==> src/rtl/host_cmd_pkg.sv <==
package host_cmd_pkg;
  // register offsets
  localparam logic [7:0] OFF_PARAM_ONE = 8'h0e;
  localparam logic [7:0] OFF_PARAM_ZERO = 8'h0f;
  localparam logic [7:0] OFF_COMMAND = 8'h10;
  localparam logic [7:0] OFF_PREVIOUS = 8'h11;
  localparam logic [7:0] OFF_MINOR = 8'h12;
  localparam logic [7:0] OFF_PATCH = 8'h13;
  localparam logic [7:0] OFF_STATE = 8'h1c;
  localparam logic [7:0] OFF_CONDITION = 8'h1d;
  localparam logic [7:0] OFF_CONTENTS = 8'h1e;
  localparam logic [7:0] OFF_TID = 8'h1f;
  localparam logic [7:0] OFF_RESULT_LO = 8'h20;
  localparam logic [7:0] OFF_RESULT_HI = 8'h9f;
  // command codes
  localparam logic [7:0] CMD_MEASURE = 8'h02;
  localparam logic [7:0] CMD_CALIBRATE = 8'h0a;
  localparam logic [7:0] CMD_SERIAL = 8'h47;
  localparam logic [7:0] CMD_NEW_ADDR = 8'h49;
  localparam logic [7:0] CMD_HISTOGRAM = 8'h80;
  localparam logic [7:0] CMD_STOP = 8'hff;
  // state and condition codes
  localparam logic [7:0] STATE_IDLE = 8'h00;
  localparam logic [7:0] STATE_BUSY = 8'h01;
  localparam logic [7:0] STATE_ERROR = 8'h02;
  localparam logic [7:0] COND_OK = 8'h00;
  localparam logic [7:0] COND_ERR_MIN = 8'h10;
  localparam logic [7:0] COND_ENGINE_ERR = 8'h10;
  localparam logic [7:0] COND_BAD_PARAM = 8'h11;
  localparam logic [7:0] RESET_BYTE = 8'h00;
  localparam logic [3:0] BITS_PER_BYTE = 4'h8;
  localparam int RESULT_DEPTH = 128;
  localparam int SERIAL_BYTES = 4;

  typedef struct packed {
    logic [3:0] zero;
    logic pin1_expected_level;
    logic pin0_expected_level;
    logic pin1_match_mask;
    logic pin0_match_mask;
  } addr_cond_t;

  typedef struct packed {
    logic [6:0] new_addr;
    logic zero;
  } addr_byte_t;

  typedef enum logic [2:0] {
    BUS_IDLE, BUS_ADDR, BUS_ADDR_ACK, BUS_WRITE, BUS_WRITE_ACK, BUS_READ, BUS_READ_ACK
  } bus_state_t;

  typedef enum logic {CMD_IDLE, CMD_HIST_FILL} cmd_state_t;
endpackage : host_cmd_pkg

==> src/rtl/host_command_status_unit.sv <==
// Function
// - 0x47 puts serial number into result area
// - 0x49 executes only when masked pins match
// - new address in bits 7:1, bit0 zero
// - 0x80 starts raw histogram readout
// - histogram fill writes results; end updates contents code, tid
// - 0xff aborts everything, returns to idle
// - previous shows last command, or running 02/0a
// - state reads 2 on error only
// - condition 00-0f ok, 10-ff error
// - tid changes on each register map update
`timescale 1ns/100ps
module host_command_status_unit
  import host_cmd_pkg::*;
#(
  parameter logic [6:0] DEFAULT_BUS_ADDR = 7'h41,
  parameter logic [7:0] MINOR_REV = 8'h00, // arbitrary
  parameter logic [7:0] PATCH_REV = 8'h00, // arbitrary
  parameter int DEPTH = RESULT_DEPTH
) (
  // clock and reset
  input wire logic clk_sys,
  input wire logic rst,
  // i2c pins, open drain
  input wire logic scl_in,
  input wire logic sda_in,
  output logic sda_out,
  output logic sda_oe,
  // general purpose pin levels
  input wire logic general_pin_zero,
  input wire logic general_pin_one,
  // identity
  input wire logic [8*SERIAL_BYTES-1:0] serial_number,
  // histogram source
  output logic hist_req,
  input wire logic hist_valid,
  input wire logic [7:0] hist_data,
  // measurement engine
  output logic engine_start,
  output logic [7:0] engine_code,
  output logic engine_stop,
  input wire logic engine_busy,
  input wire logic engine_done,
  input wire logic engine_error
);
  localparam logic [7:0] LAST_IDX = 8'(DEPTH - 1);

  // synchronisers
  logic [1:0] scl_sync, sda_sync, pin0_sync, pin1_sync;
  logic scl_prev, sda_prev;
  always_ff @(posedge clk_sys or posedge rst) begin
    if (rst) begin
      scl_sync <= 2'h3;
      sda_sync <= 2'h3;
      pin0_sync <= 2'h0;
      pin1_sync <= 2'h0;
      scl_prev <= 1'b1;
      sda_prev <= 1'b1;
    end else begin
      scl_sync <= {scl_sync[0], scl_in};
      sda_sync <= {sda_sync[0], sda_in};
      pin0_sync <= {pin0_sync[0], general_pin_zero};
      pin1_sync <= {pin1_sync[0], general_pin_one};
      scl_prev <= scl_sync[1];
      sda_prev <= sda_sync[1];
    end
  end
  wire scl = scl_sync[1];
  wire sda = sda_sync[1];
  wire scl_rise = scl & ~scl_prev;
  wire scl_fall = ~scl & scl_prev;
  wire bus_start = scl & scl_prev & sda_prev & ~sda;
  wire bus_stop = scl & scl_prev & ~sda_prev & sda;
  // register state
  logic [7:0] param_byte_zero, param_byte_one, last_command_code, running_code;
  logic [7:0] condition, contents, tid, fill_idx, shreg, ptr;
  logic [6:0] dev_addr;
  logic [7:0] result [DEPTH];
  cmd_state_t cmd_state;
  // i2c slave
  bus_state_t bus_state;
  logic [3:0] bit_cnt;
  logic addr_hit, rw, first_byte, wr_en;
  logic [7:0] rd_byte;
  wire byte_done = (bit_cnt == BITS_PER_BYTE);
  always_comb rd_byte = read_reg(ptr);
  wire ack_drive = (bus_state == BUS_ADDR_ACK && addr_hit) || bus_state == BUS_WRITE_ACK;
  assign sda_out = 1'b0;
  assign sda_oe = ack_drive || (bus_state == BUS_READ && !shreg[7]);
  always_ff @(posedge clk_sys or posedge rst) begin
    if (rst) begin
      bus_state <= BUS_IDLE;
      shreg <= RESET_BYTE;
      ptr <= RESET_BYTE;
      bit_cnt <= 4'h0;
      addr_hit <= 1'b0;
      rw <= 1'b0;
      first_byte <= 1'b0;
      wr_en <= 1'b0;
    end else begin
      wr_en <= 1'b0;
      if (bus_start) begin
        bus_state <= BUS_ADDR;
        bit_cnt <= 4'h0;
      end else if (bus_stop) begin
        bus_state <= BUS_IDLE;
      end else begin
        unique case (bus_state)
          BUS_IDLE: ;
          BUS_ADDR, BUS_WRITE: begin
            if (scl_rise) begin
              shreg <= {shreg[6:0], sda};
              bit_cnt <= bit_cnt + 4'h1;
            end else if (scl_fall && byte_done) begin
              bit_cnt <= 4'h0;
              if (bus_state == BUS_ADDR) begin
                addr_hit <= (shreg[7:1] == dev_addr);
                rw <= shreg[0];
                first_byte <= 1'b1;
                bus_state <= BUS_ADDR_ACK;
              end else begin
                bus_state <= BUS_WRITE_ACK;
                if (first_byte) begin
                  ptr <= shreg;
                  first_byte <= 1'b0;
                end else begin
                  wr_en <= 1'b1;
                end
              end
            end
          end
          BUS_ADDR_ACK: begin
            if (scl_fall) begin
              if (!addr_hit) begin
                bus_state <= BUS_IDLE;
              end else if (rw) begin
                shreg <= rd_byte;
                ptr <= ptr + 8'h01;
                bus_state <= BUS_READ;
              end else begin
                bus_state <= BUS_WRITE;
              end
            end
          end
          BUS_WRITE_ACK: begin
            if (scl_fall) begin
              bus_state <= BUS_WRITE;
            end
          end
          BUS_READ: begin
            if (scl_fall) begin
              shreg <= {shreg[6:0], 1'b0};
              bit_cnt <= bit_cnt + 4'h1;
              if (bit_cnt == BITS_PER_BYTE - 4'h1) begin
                bus_state <= BUS_READ_ACK;
                bit_cnt <= 4'h0;
              end
            end
          end
          BUS_READ_ACK: begin
            if (scl_rise && sda) begin
              bus_state <= BUS_IDLE;
            end else if (scl_fall) begin
              shreg <= rd_byte;
              ptr <= ptr + 8'h01;
              bus_state <= BUS_READ;
            end
          end
        endcase
      end
      if (wr_en) ptr <= ptr + 8'h01;
    end
  end
  // register write decode
  wire cmd_go = wr_en && ptr == OFF_COMMAND;
  wire [7:0] cmd = shreg;
  wire addr_cond_t cond_p = addr_cond_t'(param_byte_zero);
  wire addr_byte_t addr_p = addr_byte_t'(param_byte_one);
  wire [1:0] pin_mask = {cond_p.pin1_match_mask, cond_p.pin0_match_mask};
  wire [1:0] pin_level = {pin1_sync[1], pin0_sync[1]};
  wire [1:0] pin_expect = {cond_p.pin1_expected_level, cond_p.pin0_expected_level};
  wire pins_match = ((pin_mask & pin_level) == pin_expect);
  wire addr_bad = (cond_p.zero != 4'h0) || addr_p.zero;
  wire fill_last = cmd_state == CMD_HIST_FILL && hist_valid && fill_idx == LAST_IDX;
  wire is_error = condition >= COND_ERR_MIN;
  assign hist_req = (cmd_state == CMD_HIST_FILL);
  always_ff @(posedge clk_sys or posedge rst) begin
    if (rst) begin
      param_byte_zero <= RESET_BYTE;
      param_byte_one <= RESET_BYTE;
    end else if (wr_en && ptr == OFF_PARAM_ZERO) begin
      param_byte_zero <= shreg;
    end else if (wr_en && ptr == OFF_PARAM_ONE) begin
      param_byte_one <= shreg;
    end
  end
  // command execution
  always_ff @(posedge clk_sys or posedge rst) begin
    if (rst) begin
      cmd_state <= CMD_IDLE;
      fill_idx <= RESET_BYTE;
      last_command_code <= RESET_BYTE;
      running_code <= RESET_BYTE;
      condition <= COND_OK;
      contents <= RESET_BYTE;
      tid <= RESET_BYTE;
      dev_addr <= DEFAULT_BUS_ADDR;
      engine_start <= 1'b0;
      engine_stop <= 1'b0;
      engine_code <= RESET_BYTE;
    end else begin
      engine_start <= 1'b0;
      engine_stop <= 1'b0;
      if (cmd_go) begin
        condition <= COND_OK;
        unique case (cmd)
          CMD_STOP: begin
            cmd_state <= CMD_IDLE;
            engine_stop <= 1'b1;
            last_command_code <= cmd;
          end
          CMD_SERIAL: begin
            for (int i = 0; i < SERIAL_BYTES; i++) begin
              result[i] <= serial_number[8*i +: 8];
            end
            contents <= CMD_SERIAL;
            tid <= tid + 8'h01;
            last_command_code <= cmd;
          end
          CMD_NEW_ADDR: begin
            if (addr_bad) condition <= COND_BAD_PARAM;
            else if (pins_match) dev_addr <= addr_p.new_addr;
            last_command_code <= cmd;
          end
          CMD_HISTOGRAM: begin
            cmd_state <= CMD_HIST_FILL;
            fill_idx <= RESET_BYTE;
          end
          default: begin
            engine_start <= 1'b1;
            engine_code <= cmd;
            running_code <= cmd;
          end
        endcase
      end else if (hist_req && hist_valid) begin
        result[fill_idx[6:0]] <= hist_data;
        fill_idx <= fill_idx + 8'h01;
        if (fill_last) begin
          cmd_state <= CMD_IDLE;
          contents <= CMD_HISTOGRAM;
          tid <= tid + 8'h01;
          last_command_code <= CMD_HISTOGRAM;
        end
      end else if (engine_done) begin
        last_command_code <= running_code;
        tid <= tid + 8'h01;
      end
      if (engine_error) condition <= COND_ENGINE_ERR;
    end
  end
  // read side
  wire prev_shows_running = engine_busy &&
    (running_code == CMD_MEASURE || running_code == CMD_CALIBRATE);
  wire [7:0] previous_command_echo = prev_shows_running ? running_code : last_command_code;
  wire [7:0] operation_state = is_error ? STATE_ERROR
    : (engine_busy || hist_req) ? STATE_BUSY : STATE_IDLE;
  wire [7:0] general_condition = condition;
  function automatic logic [7:0] read_reg(input logic [7:0] a);
    logic [7:0] d;
    d = RESET_BYTE;
    if (a >= OFF_RESULT_LO && a <= OFF_RESULT_HI) d = result[7'(a - OFF_RESULT_LO)];
    else if (a == OFF_PARAM_ZERO) d = param_byte_zero;
    else if (a == OFF_PARAM_ONE) d = param_byte_one;
    else if (a == OFF_PREVIOUS) d = previous_command_echo;
    else if (a == OFF_MINOR) d = MINOR_REV;
    else if (a == OFF_PATCH) d = PATCH_REV;
    else if (a == OFF_STATE) d = operation_state;
    else if (a == OFF_CONDITION) d = general_condition;
    else if (a == OFF_CONTENTS) d = contents;
    else if (a == OFF_TID) d = tid;
    return d;
  endfunction : read_reg
endmodule : host_command_status_unit

==> config.mk <==
export PLATFORM = sky130hd
export DESIGN_NAME = host_command_status_unit
export DESIGN_NICKNAME = d
export VERILOG_FILES = /design/src/rtl/host_cmd_pkg.sv /design/src/rtl/host_command_status_unit.sv
export SDC_FILE = /design/constraint.sdc
export NUM_CORES = 1
export LEC_CHECK = 0
export BUFFER_PORTS_ARGS = -buffer_cell sky130_fd_sc_hd__buf_2
export CORE_AREA = 2 2 414 252
export DETAILED_ROUTE_END_ITERATION = 8
export DIE_AREA = 0 0 416 254
export SLEW_MARGIN = 20
export SYNTH_ARGS = -nofsm -noshare
export SYNTH_HDL_FRONTEND = slang
export SYNTH_SLANG_ARGS = --single-unit
export TNS_END_PERCENT = 20
==> constraint.sdc <==
create_clock -name clk_sys -period 6.1 [get_ports clk_sys]
set_input_delay 1.83 -clock clk_sys [delete_from_list [all_inputs] [get_ports clk_sys]]
set_output_delay 1.83 -clock clk_sys [all_outputs]
set_load 0.1 [all_outputs]
; ---- Word-level counts from Yosys, hierarchy flattened
; Memories as Yosys holds them, arrays and structs flattened.
; Index checks and enable logic that the tools add are counted.
[word_totals]
regBits = 111
ram_bits = 1024
in_bits = 50
out_inout_bits = 13
word_cells = 260
mem_count = 1
[memory_table]
columns = memory, depth, width, rd, rd_clocked_by_memory_dff, write_ports, line
row1 = result, 128, 8, 1, 0, 4, host_command_status_unit.sv:78  ; logic [7:0] result [DEPTH];
[op_classes]
addsub = 5
magnitude_cmp = 3
n_eq_ne = 60
mux = 100
bitwise_logic = 18
n_reduce_logical = 47
[op_table]
columns = operator, count
row1 = 8-bit 2-to-1 mux, 49
row2 = "8-bit by 5-bit equality test with 1-bit output, second input constant", 8
row3 = 3-bit 2-to-1 mux, 13
row4 = "3-bit inequality test, second input constant", 11
row5 = 8-bit one-hot mux with 4 select lines, 1
row6 = "8-bit by 1-bit adder with 8-bit output, second input constant", 3
row7 = "8-bit by 4-bit equality test with 1-bit output, second input constant", 3
row8 = "8-bit by 7-bit equality test with 1-bit output, second input constant", 3
row9 = 4-bit 2-to-1 mux, 6
row10 = "4-bit inequality test, second input constant", 6
row11 = 8-bit one-hot mux with 3 select lines, 1
row12 = 1-bit 2-to-1 mux, 23
row13 = "2-bit inequality test, second input constant", 9
row14 = "8-bit equality test, second input constant", 2
row15 = 3-bit one-hot mux with 5 select lines, 1
row16 = 1-bit logical AND, 13
row17 = 12-bit AND reduction, 1
row18 = 3-bit AND reduction, 4
row19 = 4-bit nonzero test, 3
row20 = 5-bit 2-to-1 mux, 2
row21 = 1-bit NOT, 10
row22 = 10-bit AND reduction, 1
row23 = "3-bit equality test, second input constant", 3
row24 = "8-bit by 2-bit equality test with 1-bit output, second input constant", 1
row25 = 35 further kinds, 56

; ---- Longest topological paths before layout
[depth]
depth_word = 15
depth_mapped = 16

; ---- Worst setup path before layout
; Ideal clock, no wire load.
[synth_path]
path_type = input to register
from = input port rst
to = memory result[0][0], enable pin
setup_ns = 0.336
t_arrival_ns = 4.597
setup_slack_ns = 1.168
cell_stages = 3
n_path_buf = 0
path_cell_list = inv_1 nand2_1 nand2_1
[synth_lines]
columns = element, line
row1 = start: declaration, host_command_status_unit.sv:23  ; input wire logic rst,
row2 = end: declaration, host_command_status_unit.sv:78

; ---- Worst setup path in the final report
[layout_path]
from = register bus_state[1]
to = output port sda_oe
[layout_between]
elab_chain_len = 4
[layout_rtl]
columns = element, line
row1 = start: declaration, host_command_status_unit.sv:81  ; bus_state_t bus_state;
row2 = start signal: assignment, host_command_status_unit.sv:92  ; bus_state <= BUS_IDLE;
row3 = start signal: assignment, host_command_status_unit.sv:103  ; bus_state <= BUS_ADDR;
row4 = start signal: assignment, host_command_status_unit.sv:106  ; bus_state <= BUS_IDLE;
row5 = 3-bit by 2-bit equality test with 1-bit output, host_command_status_unit.sv:87  ; wire ack_drive = (bus_state == BUS_ADDR_ACK && addr_hit) || bus_state == BUS_WRITE_ACK;
row6 = 1-bit logical AND, host_command_status_unit.sv:87
row7 = 1-bit logical OR, host_command_status_unit.sv:87
row8 = 1-bit logical OR *, host_command_status_unit.sv:89  ; assign sda_oe = ack_drive || (bus_state == BUS_READ && !shreg[7]);
row9 = end: declaration, host_command_status_unit.sv:28  ; output logic sda_oe,
; Mark *: on every way between the ends. The rest lies on a longest branch, timed or not.

==> results.sh <==
export IMPL_synth_xor_area_frac=0.00424
export IMPL_final_nets=2538
export IMPL_dp_cells=3724
export IMPL_wl_um=123000
export IMPL_drc=0
export IMPL_cts_setup_buffers=0
export IMPL_place_area_sq_mm=0.0470
export IMPL_leakagePower_nw=15.8
export IMPL_synthArstFlopShare=0.0882
export IMPL_syn_avg_cell_area_sq_um=18.8
export IMPL_drv_slew=0
export IMPL_die_area_sq_mm=0.106
export IMPL_maxCapViolCount=0
export IMPL_status="completed"
export IMPL_hold_viol=0
export IMPL_place_congestion=0.929
export IMPL_ff_latch_area_sq_mm=0.0332
export IMPL_synth_top_family_by_area="multiplexers"
export IMPL_slew_headroom=0.230
export IMPL_core_area_sq_mm=0.102
export IMPL_antenna_left=0
export IMPL_reg2reg_from="ptr[0]"
export IMPL_crit_arrival_ps=2550
export IMPL_ys_warn_count=0
export IMPL_n_antenna_cell=0
export IMPL_rsz0062_at_grt="false"
export IMPL_port_buffers=61
export IMPL_root_buffer="clkbuf_16"
export IMPL_criticalPathCategory="reg -> out"
export IMPL_critPathMaxFanout=14
export IMPL_cts_tree="done"
export IMPL_wl_per_cell_um=31.5
export IMPL_ctsLongestPathBuffers=3
export IMPL_worst_hold_path_type="reg -> reg"
export IMPL_yosysUniqueCellTypes=83
export IMPL_synth_top_area_frac=0.676
export IMPL_setup_viol=0
export IMPL_finClkSkew_ps=31.4
export IMPL_crit_path_end_kind="primary output"
export IMPL_vias=24600
export IMPL_worst_pin_slew_ps=1150
export IMPL_vdd_drop_max_mv=0.292
export IMPL_drive_gt1_frac=0.235
export IMPL_cp_startpoint="bus_state[1]"
export IMPL_yosys_area_share_simple=0.0485
export IMPL_start_util=0.446
export IMPL_met2_length_um=50300
export IMPL_grt_pass1_wl_um=175000
export IMPL_routed_top_layer="met4"
export IMPL_cts_made_buffers=99
export IMPL_synth_net_count=2473
export IMPL_ctsResizeCount=0
export IMPL_dr_pass1_iters=7
export IMPL_ys_top_cells_by_count="edfxtp_1, mux4_2, nor2_1"
export IMPL_grt_pass1_vias=23600
export IMPL_drt_met1_wl_um=54700
export IMPL_multiInputGateArea_sq_mm=0.0113
export IMPL_yosysSeqAreaShare=0.731
export IMPL_rows=91
export IMPL_die_x_um=416
export IMPL_hold_path_startpoint="sda_sync[0]"
export IMPL_max_freq_mhz=228
export IMPL_yosys_area_share_adder=0.00248
export IMPL_period_minus_slack_ps=4380
export IMPL_ys_ff_latch=1123
export IMPL_grt_overflow=0
export IMPL_fillerInstances=8156
export IMPL_htreeDepth=3
export IMPL_area_growth_pct=11.0
export IMPL_grt_max_degree=109
export IMPL_synthMuxAreaShare=0.149
export IMPL_synth_compound_area_share=0.0436
export IMPL_r2r_slack_ps=1720
export IMPL_dp_hpwl_um=78800
export IMPL_synth_area_leader_cell="edfxtp_1"
export IMPL_min_period_over_period=0.718
export IMPL_synth_edf_count=1024
export IMPL_antenna_found_initial=3
export IMPL_hold_buffers=0
export IMPL_synth_area_sq_mm=0.0455
export IMPL_power_mw=16.3
export IMPL_power_density_mw_per_mm2=323
export IMPL_yosysMostFrequentCell="edfxtp_1"
export IMPL_layout_setup_ws_ps=1720
export IMPL_netlist_top_cells_area="edfxtp_1, mux4_2, dfrtp_1"
export IMPL_syn_inst=2414
export IMPL_avgViaCountPerCell=6.30
export IMPL_drt_iter0_drc=3523
export IMPL_clock_sinks=1123
export IMPL_clk_pin_slew_worst_paths_ps=60
export IMPL_fin_setup_tns_ps=0
export IMPL_fin_area_sq_mm=0.0505
export IMPL_groute_usage_overall=0.233
export IMPL_met3WireLength_um=16200
export IMPL_synth_ff_type="edfxtp_1"
export IMPL_die_h_um=254
export IMPL_place_ws_ps=1270
export IMPL_pin_count=63
export IMPL_startpoint_type="flip-flop"
export IMPL_clk_latency_ps=720
export IMPL_stdcell_count=3909
export IMPL_required_ps=4270
where the power goes:
group	switching, mW	internal, mW
logic	0.699	0.441
clock network	2.89	3.65
registers	0.189	8.45
total	3.78	12.5
stage by stage:
stage | hold WS (ps) | utilization
after floorplan | 331 | -
after global placement | 346 | 0.462
after detailed placement | 339 | 0.462
after CTS | 357 | 0.495
after global routing | 362 | 0.495
final | 357 | 0.495
cell families (layout without fill, tap and decap cells):
family / count (synthesis) / count (layout)
DFF: 1123 / 1123
and+or+nand+nor: 457 / 457
muxes: 347 / 347
AOI/OAI and AO/OA: 290 / 290
buffers and inverters: 165 / 312
xor gates and xnor gates: 22 / 22
adders and majority gates: 9 / 9
other: 1 / 1
final cells by class:
class,instances,area share
Inverter,18,0.00139
Timing Repair Buffer,111,0.0150
Clock buffer,115,0.0517
Clock inverter,68,0.0155
Multi-Input combinational cell,1126,0.224
Sequential cell,1123,0.659
Tap cell,1348,0.0334
per-layer routing:
layer  track usage  up-vias
met5             0        -
met4        0.0441        0
met2         0.314     1565
met1         0.369    12900
li1              -    10000
met3        0.0745      140
worst max-delay path, cell delays in order, from the launching register on:
cell	delay [ps]
dfrtp_1	570
inv_1	200
nor3b_1	370
nor2_1	90
o22ai_1	130
buf_2	470
flip-flops by register name (all words and copies together), names as in the netlist, 3 cells and up:
register           cells
cmd                    8
running_code           8
tid                    8
dev_addr               7
ptr                    8
bus_state              3
last_command_code      8
cond_p                 8
result              1024
bit_cnt                4
fill_idx               8
addr_p                 8
placed cells by master (no fill, tap or decap), types with 13 or more instances in the layout:
cell,instances
a31oi_1,19
nand4_1,22
a21oi_1,48
clkinv_2,21
mux2i_1,35
nand3_1,46
a22oi_1,59
a22o_1,14
clkinv_1,14
buf_4,53
mux4_1,27
mux2_2,61
o21ai_0,47
buf_2,53
nor2b_1,17
edfxtp_1,1024
clkbuf_16,100
mux4_2,224
o22ai_1,26
nor2_1,189
bufinv_16,13
dfrtp_1,87
a211oi_1,13
inv_1,16
nand2_1,88
final timing paths:
check,cells past startpoint,end
min reg2reg,0,sda_sync[1]
min,0,sda_sync[1]
max in group asynchronous,4,ptr[1]
max,5,sda_oe
max reg2reg,8,result[69][3]
min in group asynchronous,2,rw
Note: power is estimated with default switching activity, not from simulation.
